===== config.mk =====
export PLATFORM = sky130hd
export DESIGN_NAME = smbus_alert_reset_fault_ctrl
export DESIGN_NICKNAME = d
export VERILOG_FILES = /design/src/rtl/alert_pkg.sv /design/src/rtl/result_hold.sv /design/src/rtl/smbus_alert_reset_fault_ctrl.sv
export VERILOG_INCLUDE_DIRS = /design/src /design/src/rtl
export SDC_FILE = /design/constraint.sdc
export NUM_CORES = 1
export LEC_CHECK = 0
export BUFFER_PORTS_ARGS = -buffer_cell sky130_fd_sc_hd__buf_2
export CAP_MARGIN = 20
export CORE_MARGIN = 8
export CORE_UTILIZATION = 30
export DETAILED_ROUTE_END_ITERATION = 16
export SYNTH_ARGS = -nofsm -noshare
export SYNTH_HDL_FRONTEND = slang
export SYNTH_SLANG_ARGS = --single-unit

===== constraint.sdc =====
create_clock -name ref_clk -period 3.2 [get_ports ref_clk]
set_clock_uncertainty 0.2 [all_clocks]
set_input_delay 0.48 -clock ref_clk [delete_from_list [all_inputs] [get_ports ref_clk]]
set_output_delay 0.48 -clock ref_clk [all_outputs]
set_load 0.005 [all_outputs]

===== src/rtl/alert_defines.svh =====
`ifndef ALERT_DEFINES_SVH
`define ALERT_DEFINES_SVH

// Two-wire byte values
`define GC_ADDR_BYTE 8'h00
`define GC_RESET_BYTE 8'h06
`define ARA_BYTE 8'h19

// Widths
`define TEMP_W 12
`define STAT_W 8
`define ADDR_W 7

// Status register field positions
`define STAT_OPEN_BIT 2
`define STAT_LOW_BIT 3
`define STAT_HIGH_BIT 4

// Power-on values
`define STAT_RESET 8'h00
`define TEMP_RESET 12'h000

// Bit counter marks
`define BIT_LAST 4'h7
`define BIT_DONE 4'h8

`endif


===== src/rtl/alert_pkg.sv =====
`include "alert_defines.svh"

package alert_pkg;

  typedef enum logic [7:0] {
    ST_IDLE = 8'h01,
    ST_ADDR = 8'h02,
    ST_ADDR_ACK = 8'h04,
    ST_GC = 8'h08,
    ST_GC_ACK = 8'h10,
    ST_ARA = 8'h20,
    ST_ARA_ACK = 8'h40,
    ST_SKIP = 8'h80
  } link_state_e;

  typedef struct packed {
    logic [`TEMP_W-1:0] local_t;
    logic [`TEMP_W-1:0] remote_t;
  } temp_pair_s;

  typedef struct packed {
    logic high;
    logic low;
  } limit_evt_s;

endpackage


===== src/rtl/result_hold.sv =====
`timescale 1ns/1ps
`include "alert_defines.svh"

module result_hold (
  input wire logic ref_clk,
  input wire logic clear,
  input wire logic we_local,
  input wire logic we_remote,
  input wire alert_pkg::temp_pair_s wdata,
  output alert_pkg::temp_pair_s rdata
);

  alert_pkg::temp_pair_s hold_q;

  // Each half is written alone so a faulty remote reading leaves the old value
  always_ff @(posedge ref_clk)
  begin
    if (clear)
    begin
      hold_q.local_t <= `TEMP_RESET;
      hold_q.remote_t <= `TEMP_RESET;
    end
    else
    begin
      if (we_local)
      begin
        hold_q.local_t <= wdata.local_t;
      end
      if (we_remote)
      begin
        hold_q.remote_t <= wdata.remote_t;
      end
    end
  end

  assign rdata = hold_q;

endmodule


===== src/rtl/smbus_alert_reset_fault_ctrl.sv =====
`timescale 1ns/1ps
`include "alert_defines.svh"

// Behaviour
// - Alert response handled only while alarm pin serves as alert output.
// - With alert active, acknowledge alert response and send own address.
// - Returned address LSB is 1 for high limit, 0 for low limit.
// - Arbitrate on address bits; winner releases alert when command completes.
// - Loser of address arbitration keeps its alert output asserted.
// - Shutdown bit high stops at once, abandoning any running conversion.
// - In shutdown conversions stop; serial interface, status and alarm outputs stay alive.
// - Shutdown bit low runs conversions back to back.
// - Diode fault during conversion keeps previous valid remote result.
// - Diode fault sets open-sensor flag at status bit 2.
// - Diode fault pulls alert output low when alert is enabled.
// - Supply not valid skips conversions and keeps the last result.
// - Acknowledge general call address 00h and take its second byte.
// - Second byte 06h triggers software reset to power-on values.
// - Software reset aborts conversion and releases both alarm outputs.
// - Any other second byte after general call does nothing.
// - Function select 0 gives alert duty, 1 gives second thermal alarm.
// - Alert released on own address read once cause and status cleared.

module smbus_alert_reset_fault_ctrl (
  input wire logic ref_clk,
  input wire logic resetn,
  input wire logic scl_i,
  input wire logic sda_i,
  output logic sda_o,
  output logic sda_oe,
  input wire logic [`ADDR_W-1:0] dev_addr,
  input wire logic alarm_pin_function_select,
  input wire logic alert_mask,
  input wire logic shutdown_control_bit,
  input wire logic supply_valid,
  input wire logic remote_diode_positive_fault,
  input wire logic conv_done,
  input wire alert_pkg::temp_pair_s conv_data,
  input wire alert_pkg::limit_evt_s limit_hit,
  input wire logic critical_thermal_alarm_pin_cond,
  input wire logic therm2_cond,
  input wire logic status_clear,
  output logic multi_function_alarm_pin_o,
  output logic multi_function_alarm_pin_oe,
  output logic critical_thermal_alarm_pin_o,
  output logic critical_thermal_alarm_pin_oe,
  output logic conv_start,
  output logic conv_abort,
  output logic conv_busy,
  output logic power_down,
  output logic soft_reset,
  output logic own_addr_read,
  output logic [`STAT_W-1:0] status,
  output alert_pkg::temp_pair_s result
);

  alert_pkg::link_state_e state_q;
  alert_pkg::link_state_e ack_next_q;
  logic scl_prev_q;
  logic sda_prev_q;
  logic [3:0] bit_cnt_q;
  logic [7:0] rx_q;
  logic [7:0] tx_q;
  logic sda_oe_q;
  logic ack_phase_q;
  logic gc_reset_q;
  logic ara_won_q;
  logic addr_read_q;
  logic sw_rst_q;
  logic busy_q;
  logic start_q;
  logic abort_q;
  logic fault_seen_q;
  logic [`STAT_W-1:0] status_q;
  logic alert_q;
  logic high_cause_q;
  logic critical_thermal_alarm_pin_hold_q;
  logic mf_oe_q;
  logic crit_oe_q;
  logic rst_all;
  logic scl_rise;
  logic scl_fall;
  logic bus_start;
  logic bus_stop;
  logic [7:0] rx_byte;
  logic alert_duty;
  logic evt_high;
  logic evt_low;
  logic evt_open;
  logic cause_clear;

  // Byte compare used by both address and general call checks
  function automatic logic byte_is(input logic [7:0] a, input logic [7:0] b);
    byte_is = (a == b);
  endfunction

  assign rst_all = !resetn || sw_rst_q;
  assign scl_rise = scl_i && !scl_prev_q;
  assign scl_fall = !scl_i && scl_prev_q;
  assign bus_start = scl_i && scl_prev_q && sda_prev_q && !sda_i;
  assign bus_stop = scl_i && scl_prev_q && !sda_prev_q && sda_i;
  assign rx_byte = {rx_q[6:0], sda_i};

  assign alert_duty = !alarm_pin_function_select;

  always_ff @(posedge ref_clk)
  begin
    if (!resetn)
    begin
      scl_prev_q <= 1'b1;
      sda_prev_q <= 1'b1;
    end
    else
    begin
      scl_prev_q <= scl_i;
      sda_prev_q <= sda_i;
    end
  end

  // The serial engine sees only the power-on reset, so a soft reset issued
  // by a general call never cuts the acknowledge that carried it.
  always_ff @(posedge ref_clk)
  begin
    if (!resetn)
    begin
      state_q <= alert_pkg::ST_IDLE;
      ack_next_q <= alert_pkg::ST_SKIP;
      bit_cnt_q <= 4'h0;
      rx_q <= 8'h00;
      tx_q <= 8'h00;
      sda_oe_q <= 1'b0;
      ack_phase_q <= 1'b0;
      gc_reset_q <= 1'b0;
      ara_won_q <= 1'b0;
      addr_read_q <= 1'b0;
    end
    else
    begin
      gc_reset_q <= 1'b0;
      ara_won_q <= 1'b0;
      addr_read_q <= 1'b0;
      if (bus_start)
      begin
        state_q <= alert_pkg::ST_ADDR;
        bit_cnt_q <= 4'h0;
        sda_oe_q <= 1'b0;
        ack_phase_q <= 1'b0;
      end
      else if (bus_stop)
      begin
        state_q <= alert_pkg::ST_IDLE;
        sda_oe_q <= 1'b0;
      end
      else
      begin
        case (state_q)
          alert_pkg::ST_ADDR, alert_pkg::ST_GC:
          begin
            if (scl_rise)
            begin
              rx_q <= rx_byte;
              bit_cnt_q <= bit_cnt_q + 4'h1;
              if (bit_cnt_q == `BIT_LAST)
              begin
                ack_phase_q <= 1'b0;
                if (state_q == alert_pkg::ST_GC)
                begin
                  state_q <= alert_pkg::ST_GC_ACK;
                end
                else if (byte_is(rx_byte, `GC_ADDR_BYTE))
                begin
                  state_q <= alert_pkg::ST_ADDR_ACK;
                  ack_next_q <= alert_pkg::ST_GC;
                end
                else if (byte_is(rx_byte, `ARA_BYTE) && alert_q && alert_duty)
                begin
                  state_q <= alert_pkg::ST_ADDR_ACK;
                  ack_next_q <= alert_pkg::ST_ARA;
                end
                else
                begin
                  addr_read_q <= (rx_byte[7:1] == dev_addr) && rx_byte[0];
                  state_q <= alert_pkg::ST_SKIP;
                end
              end
            end
          end
          alert_pkg::ST_ADDR_ACK, alert_pkg::ST_GC_ACK:
          begin
            if (scl_fall)
            begin
              if (!ack_phase_q)
              begin
                ack_phase_q <= 1'b1;
                sda_oe_q <= 1'b1;
              end
              else
              begin
                ack_phase_q <= 1'b0;
                bit_cnt_q <= 4'h0;
                sda_oe_q <= 1'b0;
                if (state_q == alert_pkg::ST_GC_ACK)
                begin
                  gc_reset_q <= byte_is(rx_q, `GC_RESET_BYTE);
                  state_q <= alert_pkg::ST_SKIP;
                end
                else if (ack_next_q == alert_pkg::ST_ARA)
                begin
                  tx_q <= {dev_addr[5:0], high_cause_q, 1'b0};
                  sda_oe_q <= !dev_addr[6];
                  state_q <= alert_pkg::ST_ARA;
                end
                else
                begin
                  state_q <= ack_next_q;
                end
              end
            end
          end
          alert_pkg::ST_ARA:
          begin
            // Open drain: a high bit is sent by letting go of the line
            if (scl_rise)
            begin
              if (!sda_oe_q && !sda_i)
              begin
                state_q <= alert_pkg::ST_SKIP;
              end
              else
              begin
                bit_cnt_q <= bit_cnt_q + 4'h1;
              end
            end
            else if (scl_fall)
            begin
              if (bit_cnt_q == `BIT_DONE)
              begin
                sda_oe_q <= 1'b0;
                state_q <= alert_pkg::ST_ARA_ACK;
              end
              else
              begin
                sda_oe_q <= !tx_q[7];
                tx_q <= {tx_q[6:0], 1'b0};
              end
            end
          end
          alert_pkg::ST_ARA_ACK:
          begin
            if (scl_rise)
            begin
              ara_won_q <= 1'b1;
              state_q <= alert_pkg::ST_SKIP;
            end
          end
          alert_pkg::ST_IDLE, alert_pkg::ST_SKIP:
          begin
            sda_oe_q <= 1'b0;
          end
          default:
          begin
            state_q <= alert_pkg::ST_IDLE;
            sda_oe_q <= 1'b0;
          end
        endcase
      end
    end
  end

  always_ff @(posedge ref_clk)
  begin
    if (!resetn)
    begin
      sw_rst_q <= 1'b0;
    end
    else
    begin
      sw_rst_q <= gc_reset_q;
    end
  end

  // Conversion sequencer; the analog side runs one conversion per start
  always_ff @(posedge ref_clk)
  begin
    if (rst_all)
    begin
      busy_q <= 1'b0;
      start_q <= 1'b0;
      abort_q <= sw_rst_q && busy_q;
    end
    else if (shutdown_control_bit)
    begin
      busy_q <= 1'b0;
      start_q <= 1'b0;
      abort_q <= busy_q;
    end
    else if (!supply_valid)
    begin
      busy_q <= 1'b0;
      start_q <= 1'b0;
      abort_q <= busy_q;
    end
    else
    begin
      abort_q <= 1'b0;
      start_q <= 1'b0;
      if (busy_q && conv_done)
      begin
        busy_q <= 1'b0;
      end
      else if (!busy_q && !start_q)
      begin
        busy_q <= 1'b1;
        start_q <= 1'b1;
      end
    end
  end

  always_ff @(posedge ref_clk)
  begin
    if (rst_all || start_q)
    begin
      fault_seen_q <= 1'b0;
    end
    else if (busy_q && remote_diode_positive_fault)
    begin
      fault_seen_q <= 1'b1;
    end
  end

  assign evt_open = busy_q && conv_done && (fault_seen_q || remote_diode_positive_fault);
  assign evt_high = busy_q && conv_done && limit_hit.high;
  assign evt_low = busy_q && conv_done && limit_hit.low;

  result_hold u_result (
    .ref_clk(ref_clk),
    .clear(rst_all),
    .we_local(busy_q && conv_done && supply_valid && !shutdown_control_bit),
    .we_remote(busy_q && conv_done && supply_valid && !shutdown_control_bit && !evt_open),
    .wdata(conv_data),
    .rdata(result)
  );

  always_ff @(posedge ref_clk)
  begin
    if (rst_all)
    begin
      status_q <= `STAT_RESET;
    end
    else
    begin
      for (int i = 0; i < `STAT_W; i++)
      begin
        if (status_clear)
        begin
          status_q[i] <= 1'b0;
        end
      end
      if (evt_open)
      begin
        status_q[`STAT_OPEN_BIT] <= 1'b1;
      end
      if (evt_high)
      begin
        status_q[`STAT_HIGH_BIT] <= 1'b1;
      end
      if (evt_low)
      begin
        status_q[`STAT_LOW_BIT] <= 1'b1;
      end
    end
  end

  assign cause_clear = !limit_hit.high && !limit_hit.low && !remote_diode_positive_fault
    && (status_q == `STAT_RESET);

  // Alert latch; a fresh unmasked event wins over an alert response or own-address-read release in the same cycle, a soft reset wins over it
  always_ff @(posedge ref_clk)
  begin
    if (rst_all)
    begin
      alert_q <= 1'b0;
      high_cause_q <= 1'b0;
    end
    else if ((evt_open || evt_high || evt_low) && !alert_mask)
    begin
      alert_q <= 1'b1;
      high_cause_q <= evt_high;
    end
    else if (ara_won_q)
    begin
      alert_q <= 1'b0;
    end
    else if (addr_read_q && cause_clear)
    begin
      alert_q <= 1'b0;
    end
  end

  // thermal alarms held off until next result
  always_ff @(posedge ref_clk)
  begin
    if (!resetn)
    begin
      critical_thermal_alarm_pin_hold_q <= 1'b0;
    end
    else if (sw_rst_q)
    begin
      critical_thermal_alarm_pin_hold_q <= 1'b1;
    end
    else if (busy_q && conv_done)
    begin
      critical_thermal_alarm_pin_hold_q <= 1'b0;
    end
  end

  always_ff @(posedge ref_clk)
  begin
    if (rst_all)
    begin
      mf_oe_q <= 1'b0;
      crit_oe_q <= 1'b0;
    end
    else
    begin
      mf_oe_q <= alert_duty ? alert_q : (therm2_cond && !critical_thermal_alarm_pin_hold_q);
      crit_oe_q <= critical_thermal_alarm_pin_cond && !critical_thermal_alarm_pin_hold_q;
    end
  end

  assign sda_o = 1'b0;
  assign sda_oe = sda_oe_q;
  assign multi_function_alarm_pin_o = 1'b0;
  assign multi_function_alarm_pin_oe = mf_oe_q;
  assign critical_thermal_alarm_pin_o = 1'b0;
  assign critical_thermal_alarm_pin_oe = crit_oe_q;
  assign conv_start = start_q;
  assign conv_abort = abort_q;
  assign conv_busy = busy_q;
  assign power_down = shutdown_control_bit;
  assign soft_reset = sw_rst_q;
  assign own_addr_read = addr_read_q;
  assign status = status_q;

endmodule


==> results.md, run 1 <==
* Clk_lat worst skew at 0.33 ns
* Mapped Cells at 427
* Post-cts sizing count at 0
* Max clock buf depth at 2
* Most common cell in the synthesized netlist: nand2_1
* Final Cycle Share at 89.0%
* Antenna cells at 0
* Via Count at 3392
* # Post-CTS Setup Buffers at 0
* GPL Wtd Cong at 0.900
* Post-route DRC violation count at 0
* First drt pass iteration count at 4
* GRT Total Usage at 13.2%
* Avg Cell Area, Syn at 8.37 sq um
* Internal power at 1.62 mW
* Min Tclk post-route at 2.85 ns
* Post-Syn Area at 0.00357 sq mm
* Die Y at 125 um
* Initial antenna violation count at 0
* Setup violators final at 0
* CTS tree: yes
* CP max FO at 10
* Post-DP HPWL at 7970 um
* Overflow left after global routing at 0
* Core Footprint at 0.0118 sq mm
* Standard-cell rows at 40
* Switch share at 24.1%
* Flop pwr share at 44.4%
* Worst-path clk slew at 0.06 ns
* Fin. Hold Viols at 0
* Fin area at 0.00437 sq mm
* Yosys reg bits at 74
* TritonCTS Buffers at 9
* P_leak at 1.76 nW
* H-tree depth at 3
* WS Path Type: reg2reg
* Number of clock sinks at 74
* Cts hold-fix bufs at 0
* Multi-input logic area at 0.00190 sq mm
* Dominant cell type by area after synthesis: dfxtp_1
* Area added between synthesis and finish at 22.2%
* Drt initial violations at 257
* Chip width at 125 um
* Ys Warns at 0
* Top post-synthesis cells by area: dfxtp_1, nand2_1, a21oi_1, buf_4, o31ai_1
* Combinational Power Share at 7.4%
* Post-synth EDFFs at 0
* Die area at 0.0157 sq mm
* CP endpoint kind: flip-flop
* Tightest Pin Transition at 0.998 ns
* Tightest Hold Check Type: in2reg
* Max Cap Viol at 0
* Routed WL at 10500 um
* CTS root buf: clkbuf_16
* # IOs at 90
* Fin nets at 554
* DR WL/cell at 16.0 um
* First-pass GRT wire length at 16900 um
* Switching pwr at 513 uW
* Vias in the first global route at 3267
* Post-synth top area share at 41.4%
* Slew HR at 32.9%
* Sequential area share after synthesis at 41.4%
* Post-DR vias/cell at 5.18
* Max Clock Freq at 351 MHz
* Power Density at 488 mW/mm^2
* Crit path launch type: flip-flop
* Unique masters post-synth at 64
* Most used DFF post-synth: dfxtp_1
* Required @ worst endpoint at 3.25 ns
* Starting Density at 30.3%
* Clock power frac at 48.2%
* Antenna Violating Nets Remaining at 0
* Synth async-reset ratio at 0%
* Register area at 0.00148 sq mm
* Pins Over Slew Limit at 0
* Dpl cell area at 0.00406 sq mm
* Worst vdd ir at 0.298 mV
* Worst endpoint data arrival time at 2.90 ns
* Setup TNS at 0 ns
* Fillers at 1223
* Largest net degree at the start of global routing at 21
* Status: completed
* Synth cell count leaders: nand2_1, dfxtp_1, a21oi_1
* Layout cells sized above 1 at 23.8%
* RSZ-0062 raised after global routing: false
* Port bufs at 81
## sequential cells by signal (all words and copies together), names as in the netlist, 3 cells and up
register	flops
status	3
ack_next_q	3
state_q	8
u_result.rdata	24
tx_q	7
rx_q	8
bit_cnt_q	4
## cells by family after synthesis
| kind of cell | Yosys count | synth area share [%] |
|---|---|---|
| AO/OA/AOI/OAI | 104 | 18.6 |
| adder cells (fa/ha/maj) | 5 | 1.75 |
| AND/OR/NAND/NOR | 184 | 27.3 |
| buffers and inverters | 41 | 6.16 |
| multiplexers | 7 | 1.96 |
| flip-flops | 74 | 41.4 |
| XOR/XNOR | 11 | 2.70 |
| other | 1 | 0.105 |
## cells in the final DEF, fill, tap and decap left out, types with 3 or more instances in the layout
cell type  Yosys  final
o31ai_1       10     10
nand3_1       14     14
and2_1         4      4
nand2_1       79     79
nand4b_1       4      4
o311ai_0       7      7
buf_2          2     81
nand3b_1       5      5
inv_1         10     10
nor2_1        14     14
clkbuf_16      0      9
xnor2_1        4      4
or4_1          7      7
nand2b_1       6      6
nor2b_1        3      3
or3_1          5      5
mux2i_1        7      7
o211ai_1       4      4
o21ai_0        8      8
clkinv_4       0      3
nor4b_1        3      3
dfxtp_1       74     74
nand4_1        7      7
xor2_1         7      7
or2_2          4      4
a21oi_1       52     52
buf_4         11      7
ha_1           5      5
conb_1         1      8
nor4_1         6      6
a211oi_1       3      3
nor3_1         7      7
## per-layer routing
metal | routed length, um | vias to the layer above | global-route usage (%)
met2 | 4610 | 128 | 20.7
met5 | 0 | - | 0
li1 | - | 1670 | -
met3 | 974 | 19 | 5.01
met4 | 209 | 0 | 5.01
met1 | 4710 | 1575 | 16.1
## power groups by stage
stage	Sequential [mW]	Clock [mW]	Combinational, mW
3_3_place_gp	0.965	0	0.155
5_1_grt	0.946	1.10	0.174
2_1_floorplan	0.959	0	0.106
6_report	0.945	1.03	0.159
3_5_place_dp	0.966	0	0.157
4_1_cts	0.945	1.05	0.157
## worst max-delay path: stages (launching register included)
cell and delay [ns]:
dfxtp_1 0.38, nor4_2 0.90, nand3_1 0.34, o221ai_1 0.57
o21ai_0 0.19, a21oi_1 0.17
## layout make-up
class	instances	share of cell area, %
well taps	147	4.21
inverters	11	0.945
multi-input cells	319	43.5
clock buffers	10	5.47
flip-flops and latches	74	33.9
clock inverters	6	1.52
repair buffers	88	10.5
## path summary, 6_finish.rpt
check | start | to | slack [ns] | cells past startpoint
hold reg to reg | rx_q[7] | gc_reset_q | 0.24 | 1
hold / removal | conv_data[4] | u_result.rdata[4] | 0.19 | 3
setup / recovery | state_q[4] | bit_cnt_q[0] | 0.35 | 5
setup reg to reg | state_q[4] | bit_cnt_q[0] | 0.35 | 5
## per-stage QoR
stage / cells / setup WS (ns) / hold slack (ns) / power [mW] / utilization [%]
6_report: 655 / 0.352 / 0.188 / 2.13 / 37.0
5_1_grt: 655 / 0.176 / 0.180 / 2.22 / 37.0
4_1_cts: 655 / 0.407 / 0.175 / 2.16 / 37.0
3_5_place_dp: 639 / 0.319 / 0.220 / 1.12 / 34.4
2_1_floorplan: 434 / 0.680 / 0.197 / 1.07 / -
3_3_place_gp: 639 / 0.429 / 0.217 / 1.12 / 34.4
Note: power is estimated with default switching activity, not from simulation.
==> run 2, diff against run 1 <==
--- a/config.mk
+++ b/config.mk
@@ -11,6 +11,7 @@
 export CORE_MARGIN = 8
 export CORE_UTILIZATION = 30
 export DETAILED_ROUTE_END_ITERATION = 16
+export MAX_ROUTING_LAYER = met4
 export SYNTH_ARGS = -nofsm -noshare
 export SYNTH_HDL_FRONTEND = slang
 export SYNTH_SLANG_ARGS = --single-unit
==> results.md, run 2 (synthesis gave the netlist of run 1 again) <==
* Power Density at 483 mW/mm^2
* Die Y at 125 um
* Layout cells sized above 1 at 24.4%
* GRT Total Usage at 13.8%
* Clk_lat worst skew at 0.33 ns
* Reg-to-reg endpoint: bit_cnt_q[0]
* Antenna Violating Nets Remaining at 0
* H-tree depth at 3
* Drt initial violations at 238
* Core Footprint at 0.0118 sq mm
* Die area at 0.0157 sq mm
* First-pass GRT wire length at 17300 um
* RSZ-0062 raised after global routing: false
* Max clock buf depth at 2
* Max Clock Freq at 361 MHz
* Cts hold-fix bufs at 0
* Starting Density at 30.3%
* Post-cts sizing count at 0
* Worst reg2reg setup slack at 0.43 ns
* Post-DR vias/cell at 5.14
* Initial antenna violation count at 0
* Setup TNS at 0 ns
* Most frequent cells in the layout: buf_2, nand2_1, dfxtp_1
* Most common cell after layout, fill and taps aside: buf_2
* TritonCTS Buffers at 9
* Min Tclk post-route at 2.77 ns
* Tightest Hold Check Type: in2reg
* Max FFs per register at 24
* Fin. Hold Viols at 0
* CP endpoint kind: flip-flop
* Port bufs at 81
* Setup violators final at 0
* # IOs at 90
* CTS tree: yes
* First drt pass iteration count at 4
* Hold Path End: u_result.rdata[9]
* Largest net degree at the start of global routing at 19
* P_leak at 1.78 nW
* FF-to-FF path depth at 5
* Dpl ws at 0.343 ns
* Fillers at 1261
* Standard-cell rows at 40
* Final WS setup at 0.434 ns
* Worst-path clk slew at 0.06 ns
* CP max FO at 8
* Vias in the first global route at 3273
* # Post-CTS Setup Buffers at 0
* Hold path startpoint: conv_data[9]
* Reg2reg start: state_q[1]
* Status: completed
* Pins Over Slew Limit at 0
* Post-route DRC violation count at 0
* DR WL/cell at 16.1 um
* Via Count at 3390
* Number of clock sinks at 74
* CTS root buf: clkbuf_16
* WS Path Type: reg2reg
* Final Cycle Share at 86.5%
* Worst vdd ir at 0.287 mV
* Hold depth at 3
* Tightest Pin Transition at 0.715 ns
* Required @ worst endpoint at 3.26 ns
* Chip width at 125 um
* Slew HR at 52.2%
* Crit path launch type: flip-flop
* Area added between synthesis and finish at 23.1%
* Routed WL at 10600 um
* Worst endpoint data arrival time at 2.83 ns
* GPL Wtd Cong at 0.935
* Post-DP HPWL at 8270 um
* Overflow left after global routing at 0
* Max Cap Viol at 0
* Antenna cells at 0
* Fin nets at 558
## run 2: cell count changes in the layout (fill, tap and decap cells not counted)
cell,delta
buf_4,+4
## run 2: power breakdown
part	internal, mW	total [mW]	switching, mW
combinational	0.0636	0.159	0.0953
sequential	0.932	0.946	0.0137
clock	0.626	1.02	0.395
total	1.62	2.13	0.504
## run 2: per-stage QoR
stage | utilization [%] | power [mW] | hold WS [ns] | std cells | area [sq um]
floorplan | - | 1.07 | 0.197 | 434 | 3600
global placement | 34.7 | 1.12 | 0.219 | 643 | 4090
detailed placement | 34.7 | 1.12 | 0.226 | 643 | 4090
CTS | 37.2 | 2.15 | 0.172 | 659 | 4400
global route | 37.2 | 2.21 | 0.182 | 659 | 4400
finish | 37.2 | 2.13 | 0.184 | 659 | 4400
## run 2: worst max-delay path by stage
stage               cells after the start      endpoint        from  slack, ns
floorplan                               6  bit_cnt_q[2]  state_q[1]       0.68
global placement                        9       tx_q[5]       scl_i       0.44
detailed placement                      7    state_q[2]       scl_i       0.34
CTS                                     5  bit_cnt_q[0]  state_q[1]       0.41
global route                            5  bit_cnt_q[0]  state_q[1]       0.28
finish                                  5  bit_cnt_q[0]  state_q[1]       0.43
## run 2: worst max-delay path, stage by stage (launching register included)
cell	delay (ns)
dfxtp_1	0.37
or4_4	0.59
or4_1	0.64
o221ai_1	0.53
o21ai_0	0.19
a21oi_1	0.17
## run 2: cell type report
| type | count | area [sq um] | share of cell area (%) |
|---|---|---|---|
| timing repair buffer | 92 | 488 | 11.1 |
| multi-input combinational | 319 | 1900 | 43.2 |
| inverter | 11 | 41.3 | 0.939 |
| clock inverter | 6 | 66.3 | 1.51 |
| tap | 147 | 184 | 4.18 |
| clock buffer | 10 | 239 | 5.43 |
| sequential | 74 | 1480 | 33.7 |
## run 2: routing by layer
layer	vias to the layer above	share of wire, %	GRT usage (%)
li1	1683	-	-
met1	1584	46	16.9
met2	115	45	20.7
met3	8	8.2	4.67
met4	0	1.1	5.30
met5	-	0	-
